### config.mk
export PLATFORM = sky130hd
export DESIGN_NAME = param_check_top
export DESIGN_NICKNAME = d
export VERILOG_FILES = /design/src/pkg/param_check_pkg.sv /design/src/rtl/status_block_mem.sv /design/src/rtl/param_check_top.sv
export SDC_FILE = /design/constraint.sdc
export NUM_CORES = 1
export LEC_CHECK = 0
export BUFFER_PORTS_ARGS = -buffer_cell sky130_fd_sc_hd__clkbuf_2
export CAP_MARGIN = 20
export CORE_UTILIZATION = 55
export CTS_CLUSTER_SIZE = 30
export DETAILED_ROUTE_END_ITERATION = 8
export GPL_ROUTABILITY_DRIVEN = 1
export PLACE_DENSITY = 0.81
export SYNTH_ARGS = -nofsm -noshare
export SYNTH_HDL_FRONTEND = slang
export SYNTH_HIERARCHICAL = 1
export SYNTH_SLANG_ARGS = --single-unit
export TNS_END_PERCENT = 10
### constraint.sdc
create_clock -name clk_sys_in -period 5.7 [get_ports clk_sys_in]
set_input_delay 0.285 -clock clk_sys_in [delete_from_list [all_inputs] [get_ports clk_sys_in]]
set_output_delay 0.285 -clock clk_sys_in [all_outputs]
set_load 0.05 [all_outputs]
### src/pkg/param_check_pkg.sv
// Package with constants and types for the parameter check and error reporter.
// How it works
// (RULE1) Status block: id word at 00H, byte word at 04H, sense from 08H.
// (RULE2) Any failed check writes its code into the status block error byte.
// (RULE3) Catastrophic codes also go out on the status port, unless a request or a self-test result arrives in the same cycle.
// (RULE4) Only defined codes are ever reported; reserved values never leave the block. Here self-test codes pass to the status port unchecked.
// (RULE5) Board-control request (target FFH) with unknown command reports 01H.
// (RULE6) Pass-through with bad tag type, count or address reports 01H.
// (RULE7) Message pass-through with unsupported message reports 01H.
// (RULE8) Target identifier other than 00H-0FH or FFH reports 02H.
// (RULE9) Pass-through aimed at the adapter's own identifier reports 02H.
// (RULE10) Pass-through with embedded LUN above 07H reports 02H.
// (RULE11) General options with override bus identifier above 0FH reports 02H.
// (RULE12) Unit options with unit identifier above 0FH or own identifier reports 02H.
// (RULE13) Self-test results appear on the status port only.
// (RULE14) Several violations give one code by fixed order; the request is not run.
package param_check_pkg;

    // ------------------------------------------------------------
    // Status block layout
    // ------------------------------------------------------------
    localparam logic [7:0] SB_OFS_ID     = 8'h00;
    localparam logic [7:0] SB_OFS_STATUS = 8'h04;
    localparam logic [7:0] SB_OFS_SENSE  = 8'h08;
    localparam int         SB_WORDS      = 4;
    localparam int         SB_ERR_LSB    = 16;
    localparam int         SB_SCSI_LSB   = 8;
    localparam int         SB_FLAG_LSB   = 24;

    // ------------------------------------------------------------
    // Codes and limits
    // ------------------------------------------------------------
    localparam logic [7:0] ERR_NONE        = 8'h00;
    localparam logic [7:0] ERR_INVALID_CMD = 8'h01;
    localparam logic [7:0] ERR_BAD_UNIT    = 8'h02;
    localparam logic [7:0] TID_BOARD       = 8'hFF;
    localparam logic [7:0] TID_MAX         = 8'h0F;
    localparam logic [7:0] LUN_MAX         = 8'h07;
    localparam logic [7:0] CATA_MIN        = 8'h10;

    typedef enum logic [2:0] {
        REQ_BOARD, REQ_PASS, REQ_MSG_PASS, REQ_GEN_OPT, REQ_UNIT_OPT, REQ_XUNIT_OPT
    } req_kind_t;

    typedef struct packed {
        req_kind_t   kind;
        logic [31:0] cmd_id;
        logic [7:0]  target_id;
        logic        cmd_valid;
        logic        tag_valid;
        logic        count_valid;
        logic        addr_valid;
        logic        msg_supported;
        logic [7:0]  lun;
        logic [7:0]  bus_id;
        logic [7:0]  unit_id;
    } req_t;

    typedef struct packed {
        logic       valid;
        logic [7:0] code;
    } port_msg_t;

endpackage

### src/rtl/status_block_mem.sv
// Small memory holding the status block words, with registered read data.
`timescale 1ns/1ps
module status_block_mem #(
    parameter int WORDS = param_check_pkg::SB_WORDS
) (
    input  wire logic                     clk_sys_in,
    input  wire logic                     wr_en_in,
    input  wire logic [$clog2(WORDS)-1:0] wr_addr_in,
    input  wire logic [31:0]              wr_data_in,
    input  wire logic [$clog2(WORDS)-1:0] rd_addr_in,
    output logic      [31:0]              rd_data_out
);
    logic [31:0] mem [WORDS];

    always_ff @(posedge clk_sys_in) begin
        if (wr_en_in) begin
            mem[wr_addr_in] <= wr_data_in;
        end
        rd_data_out <= mem[rd_addr_in];
    end
endmodule // status_block_mem

### src/rtl/param_check_top.sv
// Checker of parameter blocks that fills the status block and the status port.
`timescale 1ns/1ps
module param_check_top (
    input  wire logic                  clk_sys_in,
    input  wire logic                  rstn_in,
    input  wire logic                  req_valid_in,
    input  wire param_check_pkg::req_t req_in,
    input  wire logic [7:0]            own_id_in,
    input  wire logic                  fail_valid_in,
    input  wire logic [31:0]           fail_cmd_id_in,
    input  wire logic [7:0]            fail_code_in,
    input  wire logic                  selftest_valid_in,
    input  wire logic [7:0]            selftest_code_in,
    input  wire logic [1:0]            sb_rd_addr_in,
    output logic      [31:0]           sb_rd_data_out,
    output logic                       done_out,
    output logic                       exec_out,
    output logic      [7:0]            err_code_out,
    output param_check_pkg::port_msg_t status_port_out
);
    import param_check_pkg::*;

    // ------------------------------------------------------------
    // Check ordering
    // ------------------------------------------------------------
    function automatic logic [7:0] check(input req_t r, input logic [7:0] own);
        logic [7:0] c;
        c = ERR_NONE;
        if (r.target_id > TID_MAX && r.target_id != TID_BOARD) begin // RULE8
            c = ERR_BAD_UNIT;
        end else if (r.target_id == TID_BOARD) begin
            // The target field, not the kind field, marks a board-control block.
            if (!r.cmd_valid) c = ERR_INVALID_CMD; // RULE5
        end else if (r.kind == REQ_PASS) begin
            if (r.target_id == own) c = ERR_BAD_UNIT; // RULE9
            else if (r.lun > LUN_MAX) c = ERR_BAD_UNIT; // RULE10
            else if (!r.tag_valid || !r.count_valid || !r.addr_valid) c = ERR_INVALID_CMD; // RULE6
        end else if (r.kind == REQ_MSG_PASS) begin
            if (!r.msg_supported) c = ERR_INVALID_CMD; // RULE7
        end else if (r.kind == REQ_GEN_OPT) begin
            if (r.bus_id > TID_MAX) c = ERR_BAD_UNIT; // RULE11
        end else if (r.kind == REQ_UNIT_OPT || r.kind == REQ_XUNIT_OPT) begin
            if (r.unit_id > TID_MAX || r.unit_id == own) c = ERR_BAD_UNIT; // RULE12
        end
        return c;
    endfunction

    // Only 01H, 02H and 10H upward pass; anything else is reserved and dropped.
    function automatic logic legal(input logic [7:0] c);
        return (c == ERR_INVALID_CMD) || (c == ERR_BAD_UNIT) || (c >= CATA_MIN); // RULE4
    endfunction

    // ------------------------------------------------------------
    // State
    // ------------------------------------------------------------
    typedef struct packed {
        logic       done;
        logic       exec;
        logic [7:0] code;
        port_msg_t  port;
        logic       wr;
        logic [1:0] wa;
        logic [31:0] wd;
        logic        idwr;
        logic [31:0] cid;
    } state_t;

    state_t st_reg;
    state_t st_next;
    logic [7:0] chk;

    always_comb begin
        chk = check(req_in, own_id_in);
        st_next = st_reg;
        st_next.done = 1'b0;
        st_next.exec = 1'b0;
        st_next.wr = 1'b0;
        st_next.port.valid = 1'b0;
        // The identifier word follows the status word by one cycle on the single write port.
        st_next.idwr = st_reg.wr; // RULE1
        if (selftest_valid_in) begin
            st_next.port.valid = 1'b1; // RULE13
            st_next.port.code = selftest_code_in;
        end
        if (req_valid_in) begin
            // One code per request; a failed request is never executed.
            st_next.done = 1'b1;
            st_next.code = chk;
            st_next.exec = (chk == ERR_NONE); // RULE14
            st_next.cid = req_in.cmd_id;
            st_next.wr = 1'b1;
            st_next.wa = SB_OFS_STATUS[3:2]; // RULE1
            st_next.wd = {24'h000000, chk} << SB_ERR_LSB; // RULE2
        end else if (fail_valid_in && legal(fail_code_in)) begin
            st_next.done = 1'b1;
            st_next.code = fail_code_in;
            st_next.cid = fail_cmd_id_in;
            st_next.wr = 1'b1;
            st_next.wa = SB_OFS_STATUS[3:2]; // RULE1
            st_next.wd = {24'h000000, fail_code_in} << SB_ERR_LSB; // RULE2
            if (fail_code_in >= CATA_MIN && !selftest_valid_in) begin
                st_next.port.valid = 1'b1; // RULE3
                st_next.port.code = fail_code_in;
            end
        end
    end

    always_ff @(posedge clk_sys_in or negedge rstn_in) begin
        if (!rstn_in) begin
            st_reg <= '0;
        end else begin
            st_reg <= st_next;
        end
    end

    logic        mem_wr;
    logic [1:0]  mem_wa;
    logic [31:0] mem_wd;

    // Status word goes first, the identifier one cycle after it.
    always_comb begin
        mem_wr = st_reg.wr || st_reg.idwr;
        mem_wa = st_reg.wr ? st_reg.wa : SB_OFS_ID[3:2]; // RULE1
        mem_wd = st_reg.wr ? st_reg.wd : st_reg.cid;
    end

    status_block_mem #(.WORDS(SB_WORDS)) status_block_mem_i (
        .clk_sys_in  (clk_sys_in),
        .wr_en_in    (mem_wr),
        .wr_addr_in  (mem_wa),
        .wr_data_in  (mem_wd),
        .rd_addr_in  (sb_rd_addr_in),
        .rd_data_out (sb_rd_data_out)
    );

    assign done_out        = st_reg.done;
    assign exec_out        = st_reg.exec;
    assign err_code_out    = st_reg.code;
    assign status_port_out = st_reg.port;
endmodule // param_check_top

# Word level (Yosys, flattened, before mapping)

Memory sizes are Yosys's and may differ from the RTL's. A register that Yosys moved wholly into a read port is not among the register bits.
Cells that the tools add are included.

Bits in registers: 87
Memory bits (writable): 128
Input port bits: 135
Word-level logic and storage cells: 71
Memories: 1

Magnitude comparators: 5
Eq/ne operators: 11
Mux-type cells: 28
Reduce and logical (&&, ||, !) cells: 16

Memory list:

| name                   | words | bits a word | read ports | clocked after Yosys merged registers in | wr ports | RTL line               | text |
|---|---|---|---|---|---|---|---|
| status_block_mem_i.mem | 4     | 32          | 1          | 1                                       | 1        | status_block_mem.sv:13 | `logic [31:0] mem [WORDS];` |

Operators by type and width:

| operator                                                              | count |
|---|---|
| 32-bit 2-to-1 mux                                                     | 3 |
| 52-bit 2-to-1 mux                                                     | 1 |
| 8-bit 2-to-1 mux                                                      | 6 |
| 35-bit 2-to-1 mux                                                     | 1 |
| 9-bit 2-to-1 mux                                                      | 3 |
| 8-bit by 4-bit > comparator with 1-bit output, second input constant  | 3 |
| 8-bit == test                                                         | 2 |
| 2-bit 2-to-1 mux                                                      | 6 |
| 8-bit by 1-bit == test with 1-bit output, second input constant       | 1 |
| 8-bit by 2-bit == test with 1-bit output, second input constant       | 1 |
| 8-bit == test, second input constant                                  | 1 |
| 8-bit by 5-bit >= comparator with 1-bit output, second input constant | 1 |
| 8-bit by 3-bit > comparator with 1-bit output, second input constant  | 1 |
| 8-bit zero test                                                       | 1 |
| 1-bit 2-to-1 mux                                                      | 8 |
| 8-bit inequality test, second input constant                          | 1 |
| 1-bit logical OR                                                      | 7 |
| 3-bit by 2-bit == test with 1-bit output, second input constant       | 2 |
| 3-bit == test, second input constant                                  | 2 |
| 1-bit zero test                                                       | 4 |
| 3-bit by 1-bit == test with 1-bit output, second input constant       | 1 |
| 1-bit logical AND                                                     | 3 |
| 2-bit nonzero test                                                    | 1 |

# Logic depth before layout (Yosys ltp)

Gate-level depths: netlist of run 1.

Depth in word-level cells: 11
Mapped depth: 7
Depth with buffers taken out: 5

# Cells and area by module

The synthesis of run 1 kept the hierarchy.

Modules (own cells, without submodules):

| module           | instances | cells an instance | area an instance (um^2) |
|---|---|---|---|
| status_block_mem | 1         | 203               | 5330.1 |
| param_check_top  | 1         | 313               | 3041.7 |

# Worst setup path after synthesis of run 1

No wires, ideal clock.

Kind: flip-flop to flip-flop
Start point: register, netlist name done_out
End point: memory status_block_mem_i.mem[0][0], enable pin
Setup time: 468 ps
Arrival time: 3730 ps
Required time: 5232 ps
Path slack: 1502 ps
Stages on the path, launching flop included: 5
Path through: dfrtp_1 -> clkbuf_1 -> clkbuf_1 -> or2_2 -> nor3b_1

RTL lines:

| element   | RTL line |
|---|---|
| to (decl) | status_block_mem.sv:13 |

==> results of run 1 <==
## cells by family after synthesis
group           after synthesis  synth area share
compound gates               60            0.0414
xor+xnor                     17            0.0178
buf+inv                      44            0.0378
flops                       213             0.694
mux                          82             0.148
other cells                   1          0.000448
simple gates                 99            0.0605
## routing by layer
metal | vias to the layer above | GRT usage
met5 | - | 0
met4 | 0 | 0.0710
met3 | 34 | 0.0385
met2 | 188 | 0.412
met1 | 2438 | 0.267
li1 | 2268 | -
## cell type report
cell class	count	area (µm²)
Clock buffer	31	616
Clock inverter	9	68.8
Fill cell	990	4700
Inverter	1	3.75
Multi-Input combinational cell	262	2260
Sequential cell	213	5810
Tap cell	184	230
Timing Repair Buffer	191	1000
## worst min-delay path: cells and delay by family
| family | cells | cell delay, ns |
|---|---|---|
| AOI/OAI and AO/OA | 1 | 0.06 |
| and+or+nand+nor | 1 | 0.04 |
| buffers and inverters | 1 | 0.07 |
## per-stage QoR
step | hold slack [ns] | area (µm²) | worst slack (ns) | total power, W | utilization
after floorplan | -0.0106 | 8380 | 1.50 | 0.00210 | -
after global routing | 0.0129 | 10000 | 3.09 | 0.00368 | 0.680
after detailed placement | 0.474 | 9250 | 3.14 | 0.00222 | 0.629
final | 0.00503 | 10000 | 3.23 | 0.00354 | 0.680
after global placement | 0.442 | 9250 | 3.22 | 0.00221 | 0.629
after CTS | 0.000241 | 10000 | 3.17 | 0.00357 | 0.680
## layout by cell type (no fill, tap or decap), types with 6 or more instances in the layout
cell type,n
edfxtp_1,128
mux4_2,30
mux2_2,8
dfxtp_1,32
mux2i_1,42
dfrtp_1,53
clkbuf_2,178
buf_4,7
dlygate4sd3_1,6
nor4_1,8
xor2_1,16
nor2b_1,24
nor2_1,7
clkbuf_1,7
clkbuf_16,23
o21ai_0,43
nand2_1,42
## power groups by stage
| stage | Sequential (W) | Combinational (W) | Clock [W] |
|---|---|---|---|
| detailed placement | 0.00183 | 0.000395 | 0 |
| global placement | 0.00182 | 0.000385 | 0 |
| floorplan | 0.00189 | 0.000209 | 0 |
| CTS | 0.00180 | 0.000399 | 0.00137 |
| finish | 0.00180 | 0.000400 | 0.00134 |
| global route | 0.00181 | 0.000431 | 0.00144 |
## how the worst max path moves through the flow
stage	from	to	slack [ns]	depth (start not counted)
6_report	done_out$_DFF_PN0_	status_block_mem_i/mem[1][25]$_DFFE_PP_	3.23	3
2_1_floorplan	done_out$_DFF_PN0_	status_block_mem_i/mem[0][0]$_DFFE_PP_	1.50	4
3_5_place_dp	fail_code_in[4]	st_reg[14]$_DFFE_PN0P_	3.14	7
3_3_place_gp	done_out$_DFF_PN0_	status_block_mem_i/mem[1][1]$_DFFE_PP_	3.22	3
4_1_cts	done_out$_DFF_PN0_	status_block_mem_i/mem[1][7]$_DFFE_PP_	3.17	3
5_1_grt	done_out$_DFF_PN0_	status_block_mem_i/mem[1][25]$_DFFE_PP_	3.09	3
## repair_timing
action | in CTS | in global routing
hold buffers | 6 | 0
gates resized for setup | 0 | 0
hold endpoints to repair | 58 | 0
==> flow_metrics.py, run 1 <==
metrics = {
    "synth": {
        "ys_top_cells_by_count": "edfxtp_1, dfrtp_1, nand2_1, o21ai_0, mux2i_1",
        "synth_edf_count": 128,
        "syn_area_per_cell_um2": 16.2,
        "synth_cells": 516,
        "syn-cell-area_mm2": 0.00837,
        "synth.top_cell.area_share": 0.459,
        "synthArstFlopShare": 0.249,
        "ys_types": 41,
        "synth.most_common_cell": "edfxtp_1",
        "synth-seq-cells": 213,
        "synth_area_leaders": "edfxtp_1, dfrtp_1, mux4_2",
        "synth_top_area_cell": "edfxtp_1",
        "ys_seq_area_frac": 0.694,
        "yosys_warnings": 6,
        "ys.flop_type": "edfxtp_1",
    },
    "status": {
        "violations": "DRC, slew limit",
        "status": "finished with violations",
    },
    "critical_path": {
        "critPathRequiredTime_ns": 5.81,
        "worst_r2r_path_depth": 3,
        "slowest_stage": "and3b_2",
        "crit_family": "simple AND/OR/NAND/NOR gates",
        "cp_max_fo": 32,
        "path_buf_inv": 1,
        "path_class": "reg -> reg",
        "r2r_start": "done_out$_DFF_PN0_",
        "start_kind": "flop",
        "path_cells": "buf_4 -> or2_2 -> and3b_2",
        "crit_path_end_kind": "flop",
        "critPathArrivalTime_ns": 2.58,
        "r2r_setup_slack_ns": 3.23,
        "r2r_end": "status_block_mem_i/mem[1][25]$_DFFE_PP_",
        "max_stage_delay_ns": 0.80,
    },
    "hold_path": {
        "min_path_cells": 3,
        "holdPathEnd": "status_port_out[1]$_DFF_PN0_",
        "hp-start": "selftest_code_in[1]",
        "min_path_type": "in -> reg",
    },
    "flow_run": {
        "maxCapViolations": 0,
    },
    "global_routing": {
        "grt_max_degree": 76,
        "grt.total_usage": 0.224,
        "grt_pass1_wl_um": 27100,
        "antenna_found_initial": 0,
        "grt_pass1_vias": 5303,
        "grt-ovfl-total": 0,
    },
    "timing": {
        "skew_ns": 0.00931,
        "worst-slew-pin-transition_ns": 1.71,
        "period_minus_slack_ns": 2.47,
        "finalSetupViolCount": 0,
        "rsz0062_at_grt": "false",
        "hold_viol": 0,
        "min_period_over_period": 0.433,
        "slew_headroom": -0.142,
        "fmax_mhz": 405,
        "setup_tns_ns": 0,
        "maxSlewViolCount": 66,
    },
    "routing": {
        "top_layer_used": "met4",
        "dr_wl_met2_um": 8900,
        "drt-total-wl_um": 16700,
        "drc": 8,
        "drtPass1Iterations": 8,
        "drtIter0Drc": 294,
        "wl_met1_um": 6620,
        "post_drt_wl_per_cell_um": 18.8,
        "dr_wl_met3_um": 794,
        "via_per_inst": 5.53,
        "vias": 4928,
        "antenna_left": 0,
    },
    "finish": {
        "diodes": 0,
        "fin_nets": 826,
        "drive_gt1_frac": 0.371,
        "largest_reg_flops": 128,
        "syn_to_final_growth_pct": 19.4,
        "fin_cells": 891,
    },
    "placed_design": {
        "gp_congestion": 0.818,
        "place_inst": 845,
        "place.detailed.hpwl_um": 10900,
        "portBuffers": 178,
    },
    "power_and_ir_drop": {
        "ir_drop_mv": 0.201,
        "pwr-share-clk": 0.379,
        "combPwrFrac": 0.113,
        "power.internal_w": 0.00269,
        "swShare": 0.241,
        "p_leak_nw": 4.15,
        "power_density_mw_per_mm2": 354,
        "sequentialPowerShare": 0.508,
        "p_sw_w": 0.000853,
    },
    "floorplan": {
        "num_rows": 44,
        "die-area_mm2": 0.0157,
        "io_pins": 186,
        "die-width_um": 125,
        "die_h_um": 125,
        "initial_core_util": 0.570,
        "coreArea_mm2": 0.0147,
    },
    "clocking": {
        "cts_setup_buffers": 0,
        "clockRootBuffer": "clkbuf_16",
        "clock_sinks": 213,
        "clkLatencyLatePin_ns": 0.49,
        "clk_path_buf_depth": 3,
        "cts_tree": "done",
        "numCtsBuffers": 22,
        "h-tree-depth": 1,
        "clk_pin_slew_ns": 0.06,
    },
}
Note: power is estimated with default switching activity, not from simulation.
==> run 2, diff against run 1 <==
Settings changed: CORE_UTILIZATION 55 to 54, PLACE_DENSITY 0.81 to 0.8.
Clock period 5.7 ns to 2.5 ns, I/O delays scaled along.
==> run 2 against run 1 <==
  * The run ends with slew limit left
  * Non-clock buffer count rose by 80
  * Die area rose by 1.8%
  * First-iteration DRC count rose by 3.4%
  * Clock power rose by 120%
  * Register-to-register slack got worse by 2.6 ns
  * Count of clock-buffer cells in the layout rose by 2
  * Sequential power rose by 130%
  * Clock skew barely moved
  * Highest routed layer unchanged
==> flow_metrics.py, run 2 (synthesis gave the netlist of run 1 again) <==
metrics = {
    "status": {
        "status": "finished with violations",
        "violations": "slew limit",
    },
    "finish": {
        "diodes": 0,
        "syn_to_final_growth_pct": 29.1,
        "fin_nets": 906,
        "fin_cells": 975,
        "drive_gt1_frac": 0.339,
        "final_common_cell": "clkbuf_2",
        "final_cell_mix": "clkbuf_2, edfxtp_1, dlygate4sd3_1",
        "largest_reg_flops": 128,
    },
    "clocking": {
        "clkLatencyLatePin_ns": 0.48,
        "h-tree-depth": 1,
        "clockRootBuffer": "clkbuf_16",
        "numCtsBuffers": 22,
        "clk_path_buf_depth": 3,
        "cts_setup_buffers": 0,
        "clock_sinks": 213,
        "cts_tree": "done",
        "clk_pin_slew_ns": 0.06,
    },
    "global_routing": {
        "grt_pass1_vias": 5801,
        "grt-ovfl-total": 0,
        "grt_max_degree": 55,
        "grt_pass1_wl_um": 29300,
        "grt.total_usage": 0.239,
        "antenna_found_initial": 0,
    },
    "floorplan": {
        "die_h_um": 127,
        "die-width_um": 127,
        "coreArea_mm2": 0.0151,
        "io_pins": 186,
        "initial_core_util": 0.553,
        "die-area_mm2": 0.0160,
        "num_rows": 45,
    },
    "power_and_ir_drop": {
        "ir_drop_mv": 0.572,
        "p_leak_nw": 4.51,
        "power_density_mw_per_mm2": 751,
    },
    "critical_path": {
        "critPathRequiredTime_ns": 2.86,
        "path_common_cell": "dlygate4sd3_1",
        "cp_max_fo": 25,
        "path_cells": "dlygate4sd3_1 -> clkbuf_2 -> nor4_2 -> o31ai_1 -> nand2_2 -> buf_8 -> mux2i_1 -> o21ai_0 -> dlygate4sd3_1",
        "critPathArrivalTime_ns": 2.71,
        "max_stage_delay_ns": 0.60,
        "crit_path_end_kind": "flop",
        "start_kind": "input port",
        "path_class": "in -> reg",
        "slowest_stage": "dlygate4sd3_1",
    },
    "routing": {
        "antenna_left": 0,
        "drtIter0Drc": 304,
        "drtPass1Iterations": 4,
        "post_drt_wl_per_cell_um": 19.0,
        "drc": 0,
        "vias": 5334,
        "via_per_inst": 5.47,
        "drt-total-wl_um": 18600,
    },
    "timing": {
        "maxSlewViolCount": 66,
        "hold_slack_ns": 0.0494,
        "period_minus_slack_ns": 2.34,
        "fmax_mhz": 427,
        "min_period_over_period": 0.937,
        "setup_slack_ns": 0.156,
        "rsz0062_at_grt": "false",
        "finalSetupViolCount": 0,
        "skew_ns": 0.00957,
        "hold_viol": 0,
        "worst-slew-pin-transition_ns": 1.84,
        "setup_tns_ns": 0,
        "slew_headroom": -0.225,
    },
    "hold_path": {
        "min_path_type": "in -> reg",
    },
    "placed_design": {
        "gp_congestion": 0.875,
        "portBuffers": 178,
        "place.detailed.hpwl_um": 11100,
        "pre_cts_ws_ns": 0.594,
        "place_inst": 853,
    },
    "flow_run": {
        "maxCapViolations": 0,
    },
}
run 2: changes by cell type in the layout (fill, tap and decap cells not counted), sizes merged:
| cell | before | now |
|---|---|---|
| buf | 7 | 11 |
| bufinv | 1 | 0 |
| clkbuf | 209 | 211 |
| clkinvlp | 1 | 0 |
| dlygate4sd3 | 6 | 82 |
run 2: worst max-delay path: cells and delay by family:
family / cells / cell delay [ns]
compound gates: 2 / 0.30
buf+inv: 4 / 1.54
mux: 1 / 0.22
simple gates: 2 / 0.49
run 2: worst paths after layout:
kind / startpoint / endpoint / slack (ns) / cells past startpoint
worst min register to register: st_reg[65]$_DFFE_PN0P_ / st_reg[65]$_DFFE_PN0P_ / 0.46 / 1
worst max register to register: done_out$_DFF_PN0_ / status_block_mem_i/mem[1][25]$_DFFE_PP_ / 0.65 / 3
worst min-delay path: fail_code_in[0] / err_code_out[0]$_DFFE_PN0P_ / 0.05 / 3
max in group asynchronous: rstn_in / done_out$_DFF_PN0_ / 1.55 / 3
min in group asynchronous: rstn_in / err_code_out[2]$_DFFE_PN0P_ / 0.22 / 2
worst max-delay path: fail_code_in[4] / st_reg[6]$_DFFE_PN0P_ / 0.16 / 9
run 2: metal layers:
metal	routed length (µm)	up-vias	track usage
met1	7120	2648	0.269
met3	877	45	0.0354
met5	0	-	0
li1	-	2420	-
met2	10000	221	0.459
met4	540	0	0.0865
run 2: final cells by class:
type | count | area, µm²
Sequential cell | 213 | 5810
Clock buffer | 33 | 623
Multi-Input combinational cell | 262 | 2280
Fill cell | 972 | 4340
Inverter | 1 | 3.75
Timing Repair Buffer | 271 | 1830
Tap cell | 188 | 235
Clock inverter | 7 | 32.5
run 2: per-stage QoR:
stage / power [W] / instance area, µm² / utilization
4_1_cts: 0.00815 / 10800 / 0.713
3_3_place_gp: 0.00504 / 9320 / 0.615
3_5_place_dp: 0.00508 / 9320 / 0.615
2_1_floorplan: 0.00479 / 8400 / -
6_report: 0.00812 / 10800 / 0.714
5_1_grt: 0.00841 / 10800 / 0.714
run 2: power by group:
group,internal [W],total (W),leakage [nW],switching (W)
sequential,0.00400,0.00410,2.15,0.000103
clock,0.00172,0.00294,0.324,0.00122
combinational,0.000434,0.00108,2.03,0.000646
total,0.00615,0.00812,4.51,0.00197
run 2: what timing repair did:
item / CTS / global route
gates resized for setup: 0 / 3
setup endpoints to repair: 0 / 26
endpoints found under the hold margin: 69 / 0
hold buffers: 82 / 0
==> run 3, diff against run 2 <==
Settings changed: CORE_UTILIZATION 54 to 55, PLACE_DENSITY 0.8 to 0.81, SYNTH_HIERARCHICAL 1 to default.
Clock period 2.5 ns to 3 ns, I/O delays scaled along.
==> run 3 against run 2 <==
  * The run ends with DRC left
  * Final area rose by 1.1%
  * Flip-flop and latch count did not move
  * Cell count rose by 5.2%
  * Synthesized area fell by 0.82%
  * Utilization rose by 3.2 points
  * Sequential share of layout area fell by 0.58 points
  * Register-to-register slack improved by 0.54 ns
  * Die area fell by 2.6%
  * Combinational power fell by 9.8%
==> flow_metrics.py, run 3 <==
metrics = {
    "hold_path": {
        "min_path_cells": 3,
        "min_path_type": "in -> reg",
        "hp-start": "fail_cmd_id_in[8]",
        "holdPathEnd": "st_reg[8]$_DFFE_PN0P_",
    },
    "finish": {
        "final_cell_mix": "clkbuf_2, edfxtp_1, dlygate4sd3_1",
        "syn_to_final_growth_pct": 31.6,
        "fin_util": 0.746,
        "fin_nets": 959,
        "largest_reg_flops": 128,
        "drive_gt1_frac": 0.317,
        "final_common_cell": "clkbuf_2",
    },
    "power_and_ir_drop": {
        "pwr-share-clk": 0.356,
        "p_sw_w": 0.00172,
        "swShare": 0.249,
        "ir_drop_mv": 0.435,
        "combPwrFrac": 0.141,
        "power.internal_w": 0.00518,
        "sequentialPowerShare": 0.503,
        "p_leak_nw": 4.70,
        "power_density_mw_per_mm2": 632,
    },
    "critical_path": {
        "start_kind": "input port",
        "max_stage_delay_ns": 0.66,
        "worst_r2r_path_depth": 2,
        "path_cells": "dlygate4sd3_1 -> clkbuf_2 -> nor4_2 -> o22a_4 -> buf_4 -> mux2i_1 -> o21ai_0 -> dlygate4sd3_1",
        "cp_max_fo": 18,
        "crit_path_end_kind": "flop",
        "critPathArrivalTime_ns": 3.06,
        "r2r_setup_slack_ns": 1.19,
        "path_class": "in -> reg",
        "slowest_stage": "dlygate4sd3_1",
        "r2r_end": "status_block_mem_i.mem[1][4]$_DFFE_PP_",
        "path_common_cell": "dlygate4sd3_1",
        "r2r_start": "done_out$_DFF_PN0_",
        "critPathRequiredTime_ns": 3.36,
    },
    "floorplan": {
        "die-area_mm2": 0.0156,
        "initial_core_util": 0.567,
        "io_pins": 186,
        "num_rows": 44,
        "die_h_um": 125,
        "die-width_um": 125,
        "coreArea_mm2": 0.0146,
    },
    "timing": {
        "setup_tns_ns": 0,
        "skew_ns": 0.0136,
        "slew_headroom": 0.341,
        "finalSetupViolCount": 0,
        "rsz0062_at_grt": "false",
        "period_minus_slack_ns": 2.71,
        "worst-slew-pin-transition_ns": 0.988,
        "hold_viol": 0,
        "min_period_over_period": 0.902,
        "fmax_mhz": 370,
        "maxSlewViolCount": 0,
    },
    "routing": {
        "antenna_left": 0,
        "post_drt_wl_per_cell_um": 19.0,
        "drtIter0Drc": 361,
        "drtPass1Iterations": 8,
        "drc": 12,
        "drt-total-wl_um": 19400,
        "via_per_inst": 5.39,
        "vias": 5529,
    },
    "synth": {
        "synth.top_cell.area_share": 0.463,
        "synthArstFlopShare": 0.249,
        "ys_seq_area_frac": 0.700,
        "synth_area_leaders": "edfxtp_1, dfrtp_1, mux4_2",
        "syn_area_per_cell_um2": 16.0,
        "synth_top_area_cell": "edfxtp_1",
        "syn-cell-area_mm2": 0.00830,
        "synth.most_common_cell": "edfxtp_1",
        "ys_top_cells_by_count": "edfxtp_1, dfrtp_1, o21ai_0",
        "yosys_warnings": 0,
        "synth-seq-cells": 213,
        "ys.flop_type": "edfxtp_1",
        "ys_types": 41,
        "synth_edf_count": 128,
        "synth_cells": 518,
    },
    "clocking": {
        "clk_pin_slew_ns": 0.07,
        "clock_sinks": 213,
        "cts_tree": "done",
        "numCtsBuffers": 21,
        "clkLatencyLatePin_ns": 0.49,
        "cts_setup_buffers": 0,
        "h-tree-depth": 1,
        "clk_path_buf_depth": 3,
        "clockRootBuffer": "clkbuf_16",
    },
    "status": {
        "status": "finished with violations",
        "violations": "DRC",
    },
    "global_routing": {
        "grt-ovfl-total": 0,
        "grt_max_degree": 49,
        "antenna_found_initial": 3,
        "grt_pass1_vias": 5950,
        "grt.total_usage": 0.257,
        "grt_pass1_wl_um": 30300,
    },
    "placed_design": {
        "place.detailed.hpwl_um": 11900,
        "portBuffers": 178,
        "gp_congestion": 0.895,
    },
    "flow_run": {
        "maxCapViolations": 0,
    },
}
==> run 3: cell count changes in the layout (fill, tap and decap cells not counted), sizes merged, moves of 3 or more <==
cell / previous run / this run
clkbuf: 211 / 207
diode: 0 / 3
xor2: 16 / 8
dlygate4sd3: 82 / 74
inv: 1 / 6
conb: 4 / 64
nand3: 0 / 3
xnor2: 1 / 9
==> run 3: power by group through the flow <==
stage	Combinational, W	Sequential [W]	Clock (W)
5_1_grt	0.00103	0.00349	0.00261
4_1_cts	0.000948	0.00347	0.00249
6_report	0.000974	0.00347	0.00246
3_5_place_dp	0.000847	0.00353	0
3_3_place_gp	0.000825	0.00351	0
2_1_floorplan	0.000421	0.00367	0
==> run 3: cell type report <==
class                   instances  area, µm²
diodes                          3       7.51
multi-input cells             320       2480
repair buffers                263       1730
fillers                       857       3720
clock inverters                 9       71.3
clock buffers                  29        576
well taps                     184        230
inverters                       5       18.8
flip-flops and latches        213       5810
==> run 3: how the worst max path moves through the flow <==
stage                       startpoint                                endpoint  slack [ns]
global route           fail_code_in[5]                   st_reg[9]$_DFFE_PN0P_        0.17
finish                 fail_code_in[4]                   st_reg[9]$_DFFE_PN0P_        0.29
floorplan           done_out$_DFF_PN0_  status_block_mem_i.mem[0][0]$_DFFE_PP_        0.18
CTS                    fail_code_in[4]                  st_reg[14]$_DFFE_PN0P_        0.11
global placement       fail_code_in[4]                  st_reg[20]$_DFFE_PN0P_        0.83
detailed placement     fail_code_in[4]                   st_reg[8]$_DFFE_PN0P_        0.72
==> run 3: kinds of logic after synthesis <==
logic type,synth area share
flops,0.700
mux,0.151
other cells,0.000452
buf+inv,0.0329
compound gates,0.0387
xor+xnor,0.0179
simple gates,0.0589
==> run 3: critical path, delay by kind of cell <==
kind	cells	cell delay, ns
buffers and inverters	4	1.72
AO/OA/AOI/OAI	2	0.51
AND/OR/NAND/NOR	1	0.44
multiplexers	1	0.24
==> run 3: through the flow <==
stage	cells	power (W)	worst slack, ns	hold slack (ns)	cell area [µm²]
4_1_cts	1023	0.00691	0.113	0.00397	10900
5_1_grt	1026	0.00714	0.174	0.0203	10900
3_5_place_dp	911	0.00437	0.723	0.224	9520
2_1_floorplan	581	0.00409	0.175	-0.146	8540
3_3_place_gp	911	0.00433	0.831	0.208	9520
6_report	1026	0.00691	0.294	0.00172	10900
==> run 3: timing repair <==
action,4_1_cts,5_1_grt
hold endpoints to repair,72,0
hold buffers,74,0
endpoints found under the setup margin,0,10
resized for setup,0,2
==> run 3: layer usage <==
metal	global-route usage	routed length (µm)	up-vias
met3	0.0309	1020	60
met5	0	0	-
li1	-	-	2466
met1	0.293	7240	2737
met4	0.112	791	0
met2	0.483	10400	266
